===== config.mk =====
export PLATFORM = sky130hd
export DESIGN_NAME = supervisor_watchdog_reset
export DESIGN_NICKNAME = d
export VERILOG_FILES = /design/src/rtl/supervisor_pkg.sv /design/src/rtl/sync_two_ff.sv /design/src/rtl/tick_divider.sv /design/src/rtl/supervisor_watchdog_reset.sv
export VERILOG_INCLUDE_DIRS = /design/src /design/src/rtl
export SDC_FILE = /design/constraint.sdc
export NUM_CORES = 1
export LEC_CHECK = 0
export BUFFER_PORTS_ARGS = -buffer_cell sky130_fd_sc_hd__buf_2
export CAP_MARGIN = 10
export CORE_MARGIN = 2
export CORE_UTILIZATION = 40
export DETAILED_ROUTE_END_ITERATION = 8
export PLACE_DENSITY = 0.61
export SLEW_MARGIN = 15
export SYNTH_ARGS = -nofsm -noshare
export SYNTH_HDL_FRONTEND = slang
export SYNTH_SLANG_ARGS = --single-unit

===== constraint.sdc =====
create_clock -name core_clk -period 7.4 [get_ports core_clk]
set_input_delay 0 -clock core_clk [delete_from_list [all_inputs] [get_ports core_clk]]
set_output_delay 0 -clock core_clk [all_outputs]
set_load 0.005 [all_outputs]

===== src/rtl/supervisor_defines.svh =====
// Notes on behaviour
// - Reset held while manual reset low, then timeout.
// - Power-fail flag low while sense is low.
// - Watchdog overflows after timeout without kick edge.
// - Flag stays low until a kick edge, or on A a manual reset, clears the timer.
// - Timer clears on kick edge, undervoltage, manual reset.
// - Timer cleared during reset, counts after release.
// - Reset variant pulses reset on overflow.
// - Watchdog cannot be disabled.
// - Undervoltage on any monitored supply asserts reset.
// - Reset held about 200ms after conditions end.
// - New undervoltage restarts the reset timeout.
// - Active-high reset complements active-low reset.
// - Standard flag latches on overflow, undervoltage, manual.
// - Standard flag releases only on kick edge.
// - A flag follows undervoltage, releases immediately.
// - A flag latches on watchdog overflow.
// - A latched flag releases on kick or manual.
// - Kick pulses of 50ns are recognised.
`ifndef SUPERVISOR_DEFINES_SVH
`define SUPERVISOR_DEFINES_SVH

`define CLK_PERIOD_NS      10
`define TICK_PERIOD_NS     1000
`define TICK_CYCLES        (`TICK_PERIOD_NS / `CLK_PERIOD_NS)
`define RESET_TIMEOUT_MS   200
`define RESET_TIMEOUT_TICKS (`RESET_TIMEOUT_MS * 1000)
`define WATCHDOG_TIMEOUT_MS 1600
`define WATCHDOG_TIMEOUT_TICKS (`WATCHDOG_TIMEOUT_MS * 1000)
`define KICK_MIN_PULSE_NS  50

`endif


===== src/rtl/supervisor_pkg.sv =====
package supervisor_pkg;
   typedef enum logic [1:0]
   {
      RST_HOLD  = 2'b00,
      RST_TIMER = 2'b01,
      RST_IDLE  = 2'b11
   } reset_state_t;
endpackage


===== src/rtl/sync_two_ff.sv =====
`timescale 1ns/1ps
module sync_two_ff #(
   parameter int WIDTH = 1
) (
   input  wire logic             core_clk,
   input  wire logic             rst,
   input  wire logic [WIDTH-1:0] async_in,
   output logic      [WIDTH-1:0] sync_out
);
   logic [WIDTH-1:0] meta_q;

   // First stage feeds only the second stage
   always_ff @(posedge core_clk or posedge rst)
   begin
      if (rst)
      begin
         meta_q   <= '1;
         sync_out <= '1;
      end
      else
      begin
         meta_q   <= async_in;
         sync_out <= meta_q;
      end
   end
endmodule


===== src/rtl/tick_divider.sv =====
`timescale 1ns/1ps
`include "supervisor_defines.svh"
module tick_divider #(
   parameter int CYCLES = `TICK_CYCLES
) (
   input  wire logic core_clk,
   input  wire logic rst,
   output logic      tick
);
   logic [15:0] cnt_q;
   wire         wrap = (cnt_q == 16'(CYCLES - 1));

   always_ff @(posedge core_clk or posedge rst)
   begin
      if (rst)
      begin
         cnt_q <= 16'h0000;
         tick  <= 1'b0;
      end
      else
      begin
         cnt_q <= wrap ? 16'h0000 : 16'(cnt_q + 16'h0001);
         tick  <= wrap;
      end
   end
endmodule


===== src/rtl/supervisor_watchdog_reset.sv =====
`timescale 1ns/1ps
`include "supervisor_defines.svh"
module supervisor_watchdog_reset
   import supervisor_pkg::*;
#(
   parameter bit          A_VARIANT      = 1'b0,
   parameter bit          WDOG_RESETS    = 1'b0,
   parameter bit          AUX_ENABLE     = 1'b1,
   parameter int unsigned TICK_CYCLES    = `TICK_CYCLES,
   parameter int unsigned RESET_TICKS    = `RESET_TIMEOUT_TICKS,
   parameter int unsigned WATCHDOG_TICKS = `WATCHDOG_TIMEOUT_TICKS
) (
   input  wire logic core_clk,
   input  wire logic rst,
   input  wire logic supply_ok,
   input  wire logic aux_supply_sense_a,
   input  wire logic aux_supply_sense_b,
   input  wire logic manual_reset_n,
   input  wire logic watchdog_kick_in,
   input  wire logic powerfail_sense_in,
   output logic      reset_out_n,
   output logic      reset_out,
   output logic      watchdog_flag_n,
   output logic      powerfail_flag_n
);

   // ----------------------------------------------------------------
   // Input synchronisers
   // ----------------------------------------------------------------
   logic [5:0] sync_w;

   sync_two_ff #(.WIDTH(6)) u_sync (
      .core_clk (core_clk),
      .rst      (rst),
      .async_in ({supply_ok, aux_supply_sense_a, aux_supply_sense_b,
                  manual_reset_n, watchdog_kick_in, powerfail_sense_in}),
      .sync_out (sync_w)
   );

   wire vcc_ok_s = sync_w[5];
   wire aux_a_s  = sync_w[4];
   wire aux_b_s  = sync_w[3];
   wire mr_n_s   = sync_w[2];
   wire kick_s   = sync_w[1];
   wire pfi_s    = sync_w[0];

   logic tick;

   tick_divider #(.CYCLES(TICK_CYCLES)) u_tick (
      .core_clk (core_clk),
      .rst      (rst),
      .tick     (tick)
   );

   // ----------------------------------------------------------------
   // Condition decoding
   // ----------------------------------------------------------------
   logic kick_q;
   logic wd_over_q;

   wire undervolt = !vcc_ok_s || (AUX_ENABLE && (!aux_a_s || !aux_b_s));
   wire manual    = !mr_n_s;
   // any level change is an edge; 100 MHz sampling sees 50ns
   wire kick_edge = (kick_s != kick_q);
   wire wd_reset  = WDOG_RESETS && wd_over_q;
   // manual reset joins the reset sources
   wire reset_src = undervolt || manual || wd_reset;

   // ----------------------------------------------------------------
   // Reset pulse stretcher
   // ----------------------------------------------------------------
   reset_state_t state_q;
   reset_state_t state_d;
   logic [31:0]  rp_cnt_q;

   wire rp_done = (rp_cnt_q >= RESET_TICKS - 1) && tick;

   always_comb
   begin
      state_d = state_q;
      case (state_q)
         RST_HOLD:  state_d = reset_src ? RST_HOLD : RST_TIMER;
         RST_TIMER: state_d = reset_src ? RST_HOLD :
                              (rp_done ? RST_IDLE : RST_TIMER);
         RST_IDLE:  state_d = reset_src ? RST_HOLD : RST_IDLE;
         default:   state_d = RST_HOLD;
      endcase
   end

   always_ff @(posedge core_clk or posedge rst)
   begin
      if (rst)
         state_q <= RST_HOLD;
      else
         state_q <= state_d;
   end

   always_ff @(posedge core_clk or posedge rst)
   begin
      if (rst)
         rp_cnt_q <= 32'h0000_0000;
      else if (state_q != RST_TIMER || reset_src)
         rp_cnt_q <= 32'h0000_0000;
      else if (tick)
         rp_cnt_q <= 32'(rp_cnt_q + 32'h0000_0001);
   end

   wire reset_asserted = (state_d != RST_IDLE);

   // complementary outputs from the same state
   always_ff @(posedge core_clk or posedge rst)
   begin
      if (rst)
      begin
         reset_out_n <= 1'b0;
         reset_out   <= 1'b1;
      end
      else
      begin
         reset_out_n <= !reset_asserted;
         reset_out   <= reset_asserted;
      end
   end

   // ----------------------------------------------------------------
   // Watchdog timer
   // ----------------------------------------------------------------
   logic [31:0] wd_cnt_q;

   // clear sources; held clear in reset
   wire wd_clear = kick_edge || undervolt || manual || reset_asserted
                   || state_q != RST_IDLE;
   wire wd_wrap  = tick && (wd_cnt_q >= WATCHDOG_TICKS - 1);

   always_ff @(posedge core_clk or posedge rst)
   begin
      if (rst)
         kick_q <= 1'b1;
      else
         kick_q <= kick_s;
   end

   always_ff @(posedge core_clk or posedge rst)
   begin
      if (rst)
         wd_cnt_q <= 32'h0000_0000;
      else if (wd_clear || wd_wrap)
         wd_cnt_q <= 32'h0000_0000;
      else if (tick)
         wd_cnt_q <= 32'(wd_cnt_q + 32'h0000_0001);
   end

   // overflow pulse drives reset on the reset-based variant
   always_ff @(posedge core_clk or posedge rst)
   begin
      if (rst)
         wd_over_q <= 1'b0;
      else
         wd_over_q <= !wd_clear && wd_wrap;
   end

   // ----------------------------------------------------------------
   // Watchdog flag
   // ----------------------------------------------------------------
   logic wd_latch_q;
   logic wd_latch_d;

   // standard latches; released by kick only
   wire std_set   = wd_over_q || undervolt || manual;
   wire std_latch = std_set || (wd_latch_q && !kick_edge);
   // A latches on overflow; kick or manual releases
   wire a_latch   = wd_over_q || (wd_latch_q && !kick_edge && !manual);

   assign wd_latch_d = WDOG_RESETS ? 1'b0 :
                       (A_VARIANT ? a_latch : std_latch);

   // undervoltage drives the A flag directly
   wire flag_low = wd_latch_d || (A_VARIANT && undervolt);

   // flag stays low, reset untouched when separate
   always_ff @(posedge core_clk or posedge rst)
   begin
      if (rst)
      begin
         wd_latch_q      <= 1'b0;
         watchdog_flag_n <= 1'b1;
      end
      else
      begin
         wd_latch_q      <= wd_latch_d;
         watchdog_flag_n <= !flag_low;
      end
   end

   always_ff @(posedge core_clk or posedge rst)
   begin
      if (rst)
         powerfail_flag_n <= 1'b1;
      else
         powerfail_flag_n <= pfi_s;
   end
endmodule


Word level (Yosys, flattened, before mapping)
Cells that the tools add are included.

$add $sub $neg: 3. $lt $le $gt $ge: 2. Equal/unequal tests: 7. Multiplexer cells: 10. Reduce and logical (&&, ||, !) cells: 27.

Operators by type and width (number): 2-to-1 mux 32 bit (4); adder 32 x 1 -> 32 bit, second input constant (2); >= comparator 32 x 18 -> 1 bit, second input constant (1); >= comparator 32 x 21 -> 1 bit, second input constant (1); adder 16 x 1 -> 16 bit, second input constant (1); equality test 16 x 7 -> 1 bit, second input constant (1); 2-to-1 mux 16 bit (1); logical OR 1 bit (12); zero test 1 bit (8); 2-to-1 mux 2 bit (3); one-hot mux 2 bit (3 select lines) (1); logical AND 1 bit (4); inequality test 2 bit, second input constant (2); nonzero test 2 bit (2); equality test 2 x 1 -> 1 bit, second input constant (1); equality test 2 bit, second input constant (1); zero test 2 bit (1); inequality test 2 x 1 -> 1 bit, second input constant (1); 2-to-1 mux 1 bit (1); inequality test 1 bit (1).

Register bits after elaboration: 102. Input port bits: 8. Output and inout port bits: 4. Word-level logic and storage cells: 63.

Logic depth before layout (Yosys ltp)
Gate-level depths: netlist of the first run.

Depth in word-level cells: 11. Gate-level depth with buffers: 7. Gate-level depth less buffers: 6.

Cells and area by module
Synthesis of the first run repeated with hierarchy kept, for this count alone.

Cell total of the unflattened synthesis: 447. Area total of the unflattened synthesis: 4644.5 µm².

By module, submodules not included: supervisor_watchdog_reset (times used 1, cells an instance 367, area each 3579.7 µm², seq. area each 1831.8 µm²); tick_divider (times used 1, cells an instance 67, area each 745.7 µm², seq. area each 425.4 µm²); sync_two_ff (times used 1, cells an instance 13, area each 319.1 µm², seq. area each 315.3 µm²).

Worst setup path before layout of the first run
No wires, ideal clock.

Kind: reg2reg. From: reg rp_cnt_q[2]. To: reg rp_cnt_q[31]. Library setup time: 132 ps. Arrival: 1674 ps. Data required time: 7268 ps. Slack: 5595 ps. Stages on the path, launching flop included: 7. Path buffers: 1. Period minus slack after synthesis: 1805 ps. Cells stage by stage: dfrtp_1 nand4_2 or4_1 buf_6 nor4_4 xnor2_1 nor2_1.

Longest elaborated chain between the ends: 3.

RTL lines: start, declared (line supervisor_watchdog_reset.sv:74) `logic [31:0] rp_cnt_q;`; start signal, assigned (line supervisor_watchdog_reset.sv:105) `rp_cnt_q <= 32'(rp_cnt_q + 32'h0000_0001);`; adder 32 x 1 -> 32 bit (line supervisor_watchdog_reset.sv:105); 2-to-1 mux 32 bit (line supervisor_watchdog_reset.sv:104) `else if (tick)`; 2-to-1 mux 32 bit (line supervisor_watchdog_reset.sv:102) `else if (state_q != RST_TIMER || reset_src)`.

Every way passes these cells. The select of a mux whose other input is x is not followed. A chain may end at the register's enable or synchronous reset.

Worst setup path in the final report of the first run
From: reg u_tick.tick. To: reg rp_cnt_q[31].

Longest elaborated chain between the ends: 1.

RTL lines: start, declared (line tick_divider.sv:8) `output logic tick`; start signal, assigned (line tick_divider.sv:23) `tick <= wrap;`; nonzero test 2 bit (no line).

Every way passes these cells.

==> metrics.md, run 1 <==
| Metric | Value |
|---|---|
| Core Box Area | 11300 um^2 |
| CP Class | flop to flop |
| Leakage | 2.04 nW |
| Unrepaired setup endpoints after global routing | no |
| Final Max Tran Viols | 0 |
| Htree depth | 3 |
| Avg Synthesized Cell Area | ~10 um^2 |
| CTS tree | built |
| # diodes | 0 |
| Area Overhead vs Synth | 12.0% |
| Final hold violations | 0 |
| Clk sinks | 102 |
| Achievable Freq | 0.423 GHz |
| Clk pin slew, worst setup/hold paths | 0.07 ns |
| Critical Path RT | around 7.6 ns |
| Mapped Nets | 449 |
| HP Class | input port to asynchronous set/reset pin |
| Synthesized instance count | between 400 and 500 |
| Slew margin rel. | 27.9% |
| First-pass GRT wire length | approximately 15 mm |
| Die Height | 111 um |
| Hpwl dp | ~5.3 mm |
| DR DRC count | 0 |
| Number of setup violations in the final report | 0 |
| Final ANT Viol Nets | 0 |
| Antenna violations before repair | 0 |
| Die X | roughly 110 um |
| Global route overflow | 0 |
| Starting Density | 40.5% |
| Slowest stage delay, CP | 0.74 ns |
| Commonest non-fill, non-tap cell in the layout | dfrtp_1 |
| Post-cts gate resize count | 0 |
| Worst slew pin tran | 1.08 ns |
| Largest net degree at the start of global routing | 66 |
| Vias in the first global route | 3127 |
| Die Area | 12300 um^2 |
| Cell Area, Synth | approximately 4600 um^2 |
| Total CTS buffers | 9 |
| Share of cells above drive strength 1 | a little under an eighth |
| Yosys cell types | 40 |
| Overall Global Routing Usage | 14.5% |
| Min Tclk post-route | 2.37 ns |
| # port buffers | 11 |
| Slowest stage cell, crit path | or4_1 |
| Max FO, Critical Path | 13 |
| Seq/Total Area, Yosys | 56.1% |
| DR WL/cell | ~14 um |
| Crit share post-route | 32.0% |
| Setup Fix Bufs, Post-CTS | 0 |
| Row count | 39 |
| Clk root buf | clkbuf_16 |
| # nets final | 466 |
| Peak VDD IR | 0.134 mV |
| Pwr Density | 199 nW/um^2 |
| Via count | 3125 |
| Worst Setup End Kind | flop |
| Max Cap Viol | 0 |
| Layout Skew | 0.00849 ns |
| Status | finished clean |
| CTS Buffer Depth | 2 |
| Tot Pwr | 1.02 mW |
| Critical path, cell by cell | nand3_1 > or4_1 > nor4_4 > xnor2_1 > nor2_1 |
| CP startpoint kind | flop |
| CP arrival | 2.56 ns |
| Setup tns final | 0 ns |
| Clk_lat worst skew | 0.35 ns |
| Register bit total from synthesis | 102 |
| DRT Wirelength | 8.24 mm |
| Vias per inst | 5.18 |
| Gpl congestion | approximately 0.84 |
| DRT iter0 DRCs | 182 |
| YS warnings | 0 |
| First-pass iteration count of the detailed router | 4 |
| Ports | 12 |
| Commonest cells after routing, fill and taps aside | 86 x dfrtp_1, 81 x nor2_1, 31 x xnor2_1, 31 x xor2_1, 28 x nand2_1 |
==> synthesized netlist by cell type <==
master / n / area (um^2)
and4_1: 11 / 96.3
o31ai_1: 2 / 15.0
nor3_2: 4 / 40.0
nand4_2: 1 / 12.5
dfrtp_1: 86 / 2150
a21boi_0: 1 / 7.51
a211o_1: 1 / 8.76
nor2_1: 81 / 304
a211oi_1: 2 / 15.0
nand4_1: 19 / 119
inv_1: 10 / 37.5
buf_2: 5 / 25.0
ha_1: 3 / 37.5
a21oi_1: 9 / 45.0
a41oi_1: 2 / 17.5
a31oi_1: 6 / 37.5
nor4_2: 1 / 12.5
o21ai_0: 5 / 25.0
nor4_1: 9 / 56.3
and2_1: 1 / 6.26
mux2i_1: 1 / 10.0
clkbuf_1: 6 / 22.5
dfstp_2: 16 / 420
nand4b_1: 1 / 8.76
or3_1: 4 / 25.0
nor4_4: 1 / 21.3
nand2_1: 28 / 105
buf_6: 1 / 11.3
xor2_1: 31 / 272
buf_1: 2 / 7.51
o211ai_1: 1 / 7.51
a2111o_1: 1 / 11.3
nor2b_1: 3 / 18.8
nor4b_1: 3 / 26.3
nor3_1: 10 / 50.1
xnor2_1: 31 / 272
nor3b_2: 1 / 12.5
and3_1: 14 / 87.6
nand3_1: 21 / 105
or4_1: 3 / 22.5
==> worst max-delay path, delay by kind of cell, from the launching register on <==
| family | cells | cell delay (ns) |
|---|---|---|
| xor+xnor | 1 | 0.17 |
| simple gates | 4 | 1.39 |
| flops | 1 | 0.65 |
==> metal layers <==
metal  global-route usage [%]  share of wire (%)  vias up  routed length, um
met3                     3.61                2.5        8                208
met1                     20.1                 51     1531               4170
met2                     22.5                 46       33               3760
li1                         -                  -     1553                  -
met5                        0                  0        -                  0
met4                     4.94                1.3        0                106
==> stage by stage <==
stage	setup slack, ns	instances	utilization [%]	cell area (um^2)	hold WS [ns]
global route	4.88	603	45.4	5140	0.269
floorplan	4.75	438	-	4590	0.00448
CTS	4.96	602	45.2	5120	0.231
finish	5.03	603	45.4	5140	0.212
global placement	5.05	579	42.2	4780	0.0526
detailed placement	4.96	579	42.2	4780	0.0611
==> cells by family (layout without fill, tap and decap cells) <==
logic type,count (synthesis),after routing,share of synthesized area (%)
muxes,1,1,0.218
adders and majority gates,3,3,0.818
AOI/OAI and AO/OA,30,30,4.15
buffers and inverters,24,46,2.26
xor gates and xnor gates,62,62,11.8
DFF,102,102,56.1
and+or+nand+nor,216,216,24.6
==> repair_timing <==
item,CTS,global route
hold buffers,7,0
endpoints found under the setup margin,0,0
hold endpoints to repair,41,0
==> registers in the layout, indices dropped and copies added, names as in the netlist, 2 cells and up <==
register and flops:
rp_cnt_q 32, state_q 2, u_sync.meta_q 6, u_sync.sync_out 6, u_tick.cnt_q 16, wd_cnt_q 32
==> where the power goes <==
part	internal [mW]	leakage (nW)	switching (mW)
clock network	0.233	0.132	0.208
logic	0.00505	0.561	0.0126
registers	0.565	1.35	0.00154
total	0.802	2.04	0.222
==> area by class of cell <==
class	instances	area [um^2]
multi-input cells	312	1920
repair buffers	20	148
flip-flops and latches	102	2570
fillers	1078	6180
clock inverters	5	41.3
well taps	143	179
inverters	10	40.0
clock buffers	11	233
==> final timing paths <==
path,start,to,slack (ns),cells after the start
worst max-delay path,u_tick.tick,rp_cnt_q[31],5.03,5
worst min-delay path,rst,wd_cnt_q[26],0.21,3
worst max register to register,u_tick.tick,rp_cnt_q[31],5.03,5
worst min register to register,u_sync.meta_q[3],u_sync.sync_out[3],0.36,0
max in group asynchronous,rst,rp_cnt_q[22],6.02,4
min in group core_clk,aux_supply_sense_a,u_sync.meta_q[4],0.29,2
No activity file was read; power rests on OpenSTA's default activity.
==> run 2, diff against run 1 <==
PLACE_DENSITY = 0.63   (was 0.61)
clock period = 2.11 ns   (was 7.4 ns; I/O delays follow)
==> run 2 against run 1 <==
Effect of this change:
- cell area is 3.4% higher
- clock power grew to 3.9 times the previous value
- clock-buffer cell count is 1 lower
- largest power group unchanged
- die area stayed put
- register-to-register slack worse by 4.9 ns
- utilization is 1.6 points higher
- sequential power grew to 3.5 times the previous value
==> metrics.md, run 2 (same netlist as run 1, synthesis figures left out) <==
| Metric | Value |
|---|---|
| Antenna violations before repair | 0 (unchanged) |
| Clk pin slew, worst setup/hold paths | 0.07 ns (about the same) |
| Slowest stage delay, CP | 0.75 ns (about the same) |
| Hpwl dp | 5.31 mm (-0.61%) |
| Achievable Freq | 0.498 GHz (+18%) |
| Max FO, Critical Path | 7 (-6) |
| Number of setup violations in the final report | 0 (unchanged) |
| Placed cell area | 4920 um^2 (+2.9%) |
| DRT Wirelength | 8.10 mm (-1.7%) |
| Hold path start | manual_reset_n |
| Min Tclk post-route | 2.01 ns (-0.359 ns) |
| Worst slew pin tran | 0.523 ns (-0.558 ns) |
| Clk root buf | clkbuf_16 |
| DRT iter0 DRCs | 166 (-8.8%) |
| Gpl congestion | 0.774 (-8.3%) |
| CP Class | flop to flop |
| Max Cap Viol | 0 (unchanged) |
| # port buffers | 11 (unchanged) |
| First-pass GRT wire length | 14.7 mm (-0.33%) |
| CTS tree | built |
| Overall Global Routing Usage | 14.4% (-0.19 points) |
| Final Instance Area | 5310 um^2 (+3.4%) |
| Core Box Area | 11300 um^2 (unchanged) |
| CP startpoint kind | flop |
| Worst Setup End Kind | flop |
| Row count | 39 (unchanged) |
| Total CTS buffers | 9 (unchanged) |
| Clock power share | 45.5% (+2.5 points) |
| DR DRC count | 0 (unchanged) |
| Slew margin rel. | 65.1% (+37 points) |
| Share of cells above drive strength 1 | 15.0% (+3.5 points) |
| DR WL/cell | 13.1 um (-4.0%) |
| Slowest stage cell, crit path | or4_1 |
| Crit share post-route | 95.1% (+63 points) |
| First-pass iteration count of the detailed router | 4 (unchanged) |
| Top flop regs | rp_cnt_q: 32 flops, wd_cnt_q: 32 flops, u_tick.cnt_q: 16 flops |
| Via count | 3180 (+1.8%) |
| Vias per inst | 5.15 (-0.55%) |
| Unrepaired setup endpoints after global routing | no |
| Layout Skew | 0.0128 ns (+0.00426 ns) |
| Comb pwr share | 1.7% (about the same) |
| Final Max Tran Viols | 0 (unchanged) |
| Clk sinks | 102 (unchanged) |
| Area Overhead vs Synth | 15.8% |
| CP delay by family, top | simple AND/OR/NAND/NOR gates |
| Pwr Density | 708 nW/um^2 (+260%) |
| Largest net degree at the start of global routing | 103 (+56%) |
| Commonest non-fill, non-tap cell in the layout | dfrtp_1 |
| Peak VDD IR | 0.314 mV (+140%) |
| Final ANT Viol Nets | 0 (unchanged) |
| Setup slack after layout | 0.104 ns (-4.93 ns) |
| Reg power frac | 52.8% (-2.5 points) |
| CP arrival | 2.22 ns (-0.34 ns) |
| Final hold violations | 0 (unchanged) |
| Clk_lat worst skew | 0.35 ns (about the same) |
| Buf/Inv on CP | 0 (unchanged) |
| HP Class | input port to flop |
| Internal Power | 2.97 mW (+270%) |
| # nets final | 480 (+3.0%) |
| CTS Buffer Depth | 2 (unchanged) |
| Die Height | 111 um (unchanged) |
| Critical path, cell by cell | nand4_2 > or4_1 > nor4_4 > xnor2_1 > nor2_1 |
| Die Area | 12300 um^2 (unchanged) |
| Global route overflow | 0 (unchanged) |
| CP startpoint | rp_cnt_q[2] |
| Ports | 12 (unchanged) |
| Htree depth | 3 (unchanged) |
| # diodes | 0 (unchanged) |
| Leakage | 2.14 nW (+4.6%) |
| Commonest cells after routing, fill and taps aside | 86 x dfrtp_1, 81 x nor2_1, 31 x xnor2_1, 31 x xor2_1, 28 x nand2_1 |
| Sw power | 790 uW (+260%) |
| Sw frac | 21.0% (-0.64 points) |
| Status | finished clean |
| Starting Density | 40.5% (unchanged) |
| Setup tns final | 0 ns (unchanged) |
| Setup Fix Bufs, Post-CTS | 0 (unchanged) |
| Vias in the first global route | 3192 (+2.1%) |
| Dpl ws | 0.112 ns (-4.85 ns) |
| Die X | 111 um (unchanged) |
| Reg2reg start | rp_cnt_q[2] |
| Critical Path RT | 2.32 ns (-5.27 ns) |
[run 2: cell types whose count changed in the layout (fill, tap and decap cells not counted), sizes merged]
cell	before	now
bufinv	0	1
inv	13	11
buf	13	27
clkinv	1	3
clkbuf	11	10
[run 2: metrics by stage]
| stage | util, % | std cells | power, mW | hold WS [ns] |
|---|---|---|---|---|
| after floorplan | - | 438 | 2.05 | 0.00448 |
| after global placement | 43.4 | 594 | 2.08 | 0.105 |
| after detailed placement | 43.4 | 594 | 2.08 | 0.107 |
| after CTS | 46.9 | 617 | 3.81 | 0.285 |
| after global routing | 46.9 | 617 | 3.92 | 0.292 |
| final | 46.9 | 617 | 3.76 | 0.297 |
[run 2: power by group through the flow]
stage	registers [mW]	clock network, mW	logic [mW]
after CTS	1.99	1.75	0.0685
after global routing	1.99	1.85	0.0765
final	1.99	1.71	0.0648
after global placement	2.02	0	0.0571
after detailed placement	2.02	0	0.0582
after floorplan	2.02	0	0.0334
[run 2: final timing paths]
check | endpoint | slack, ns | cells after the start
worst max-delay path | rp_cnt_q[31] | 0.10 | 5
worst min-delay path | u_sync.meta_q[2] | 0.30 | 2
worst max register to register | rp_cnt_q[31] | 0.10 | 5
worst min register to register | powerfail_flag_n | 0.35 | 0
max in group asynchronous | u_sync.sync_out[5] | 1.34 | 4
min in group asynchronous | wd_cnt_q[24] | 0.35 | 4
[run 2: per-layer routing]
metal,vias up,part of all wire (%),GRT usage (%)
li1,1573,-,-
met1,1562,50,20.0
met2,33,45,22.0
met3,12,2.4,3.12
met4,0,1.9,5.68
met5,-,0,0
[run 2: final cells by class]
type,instances,area (um^2)
Fill cell,1076,6010
Tap cell,143,179
Multi-Input combinational cell,312,1930
Clock buffer,10,239
Sequential cell,102,2570
Inverter,10,41.3
Timing Repair Buffer,34,270
Clock inverter,6,77.6
[run 2: worst reg2reg max path, stage by stage (launching register included)]
cell     delay (ns)
dfrtp_1        0.44
nand4_2        0.17
or4_1          0.75
nor4_4         0.33
xnor2_1        0.15
nor2_1         0.05
[run 2: repair_timing]
item,in CTS,in global routing
endpoints found under the hold margin,92,0
setup endpoints to repair,0,1
hold buffers,7,0
resized for setup,0,2
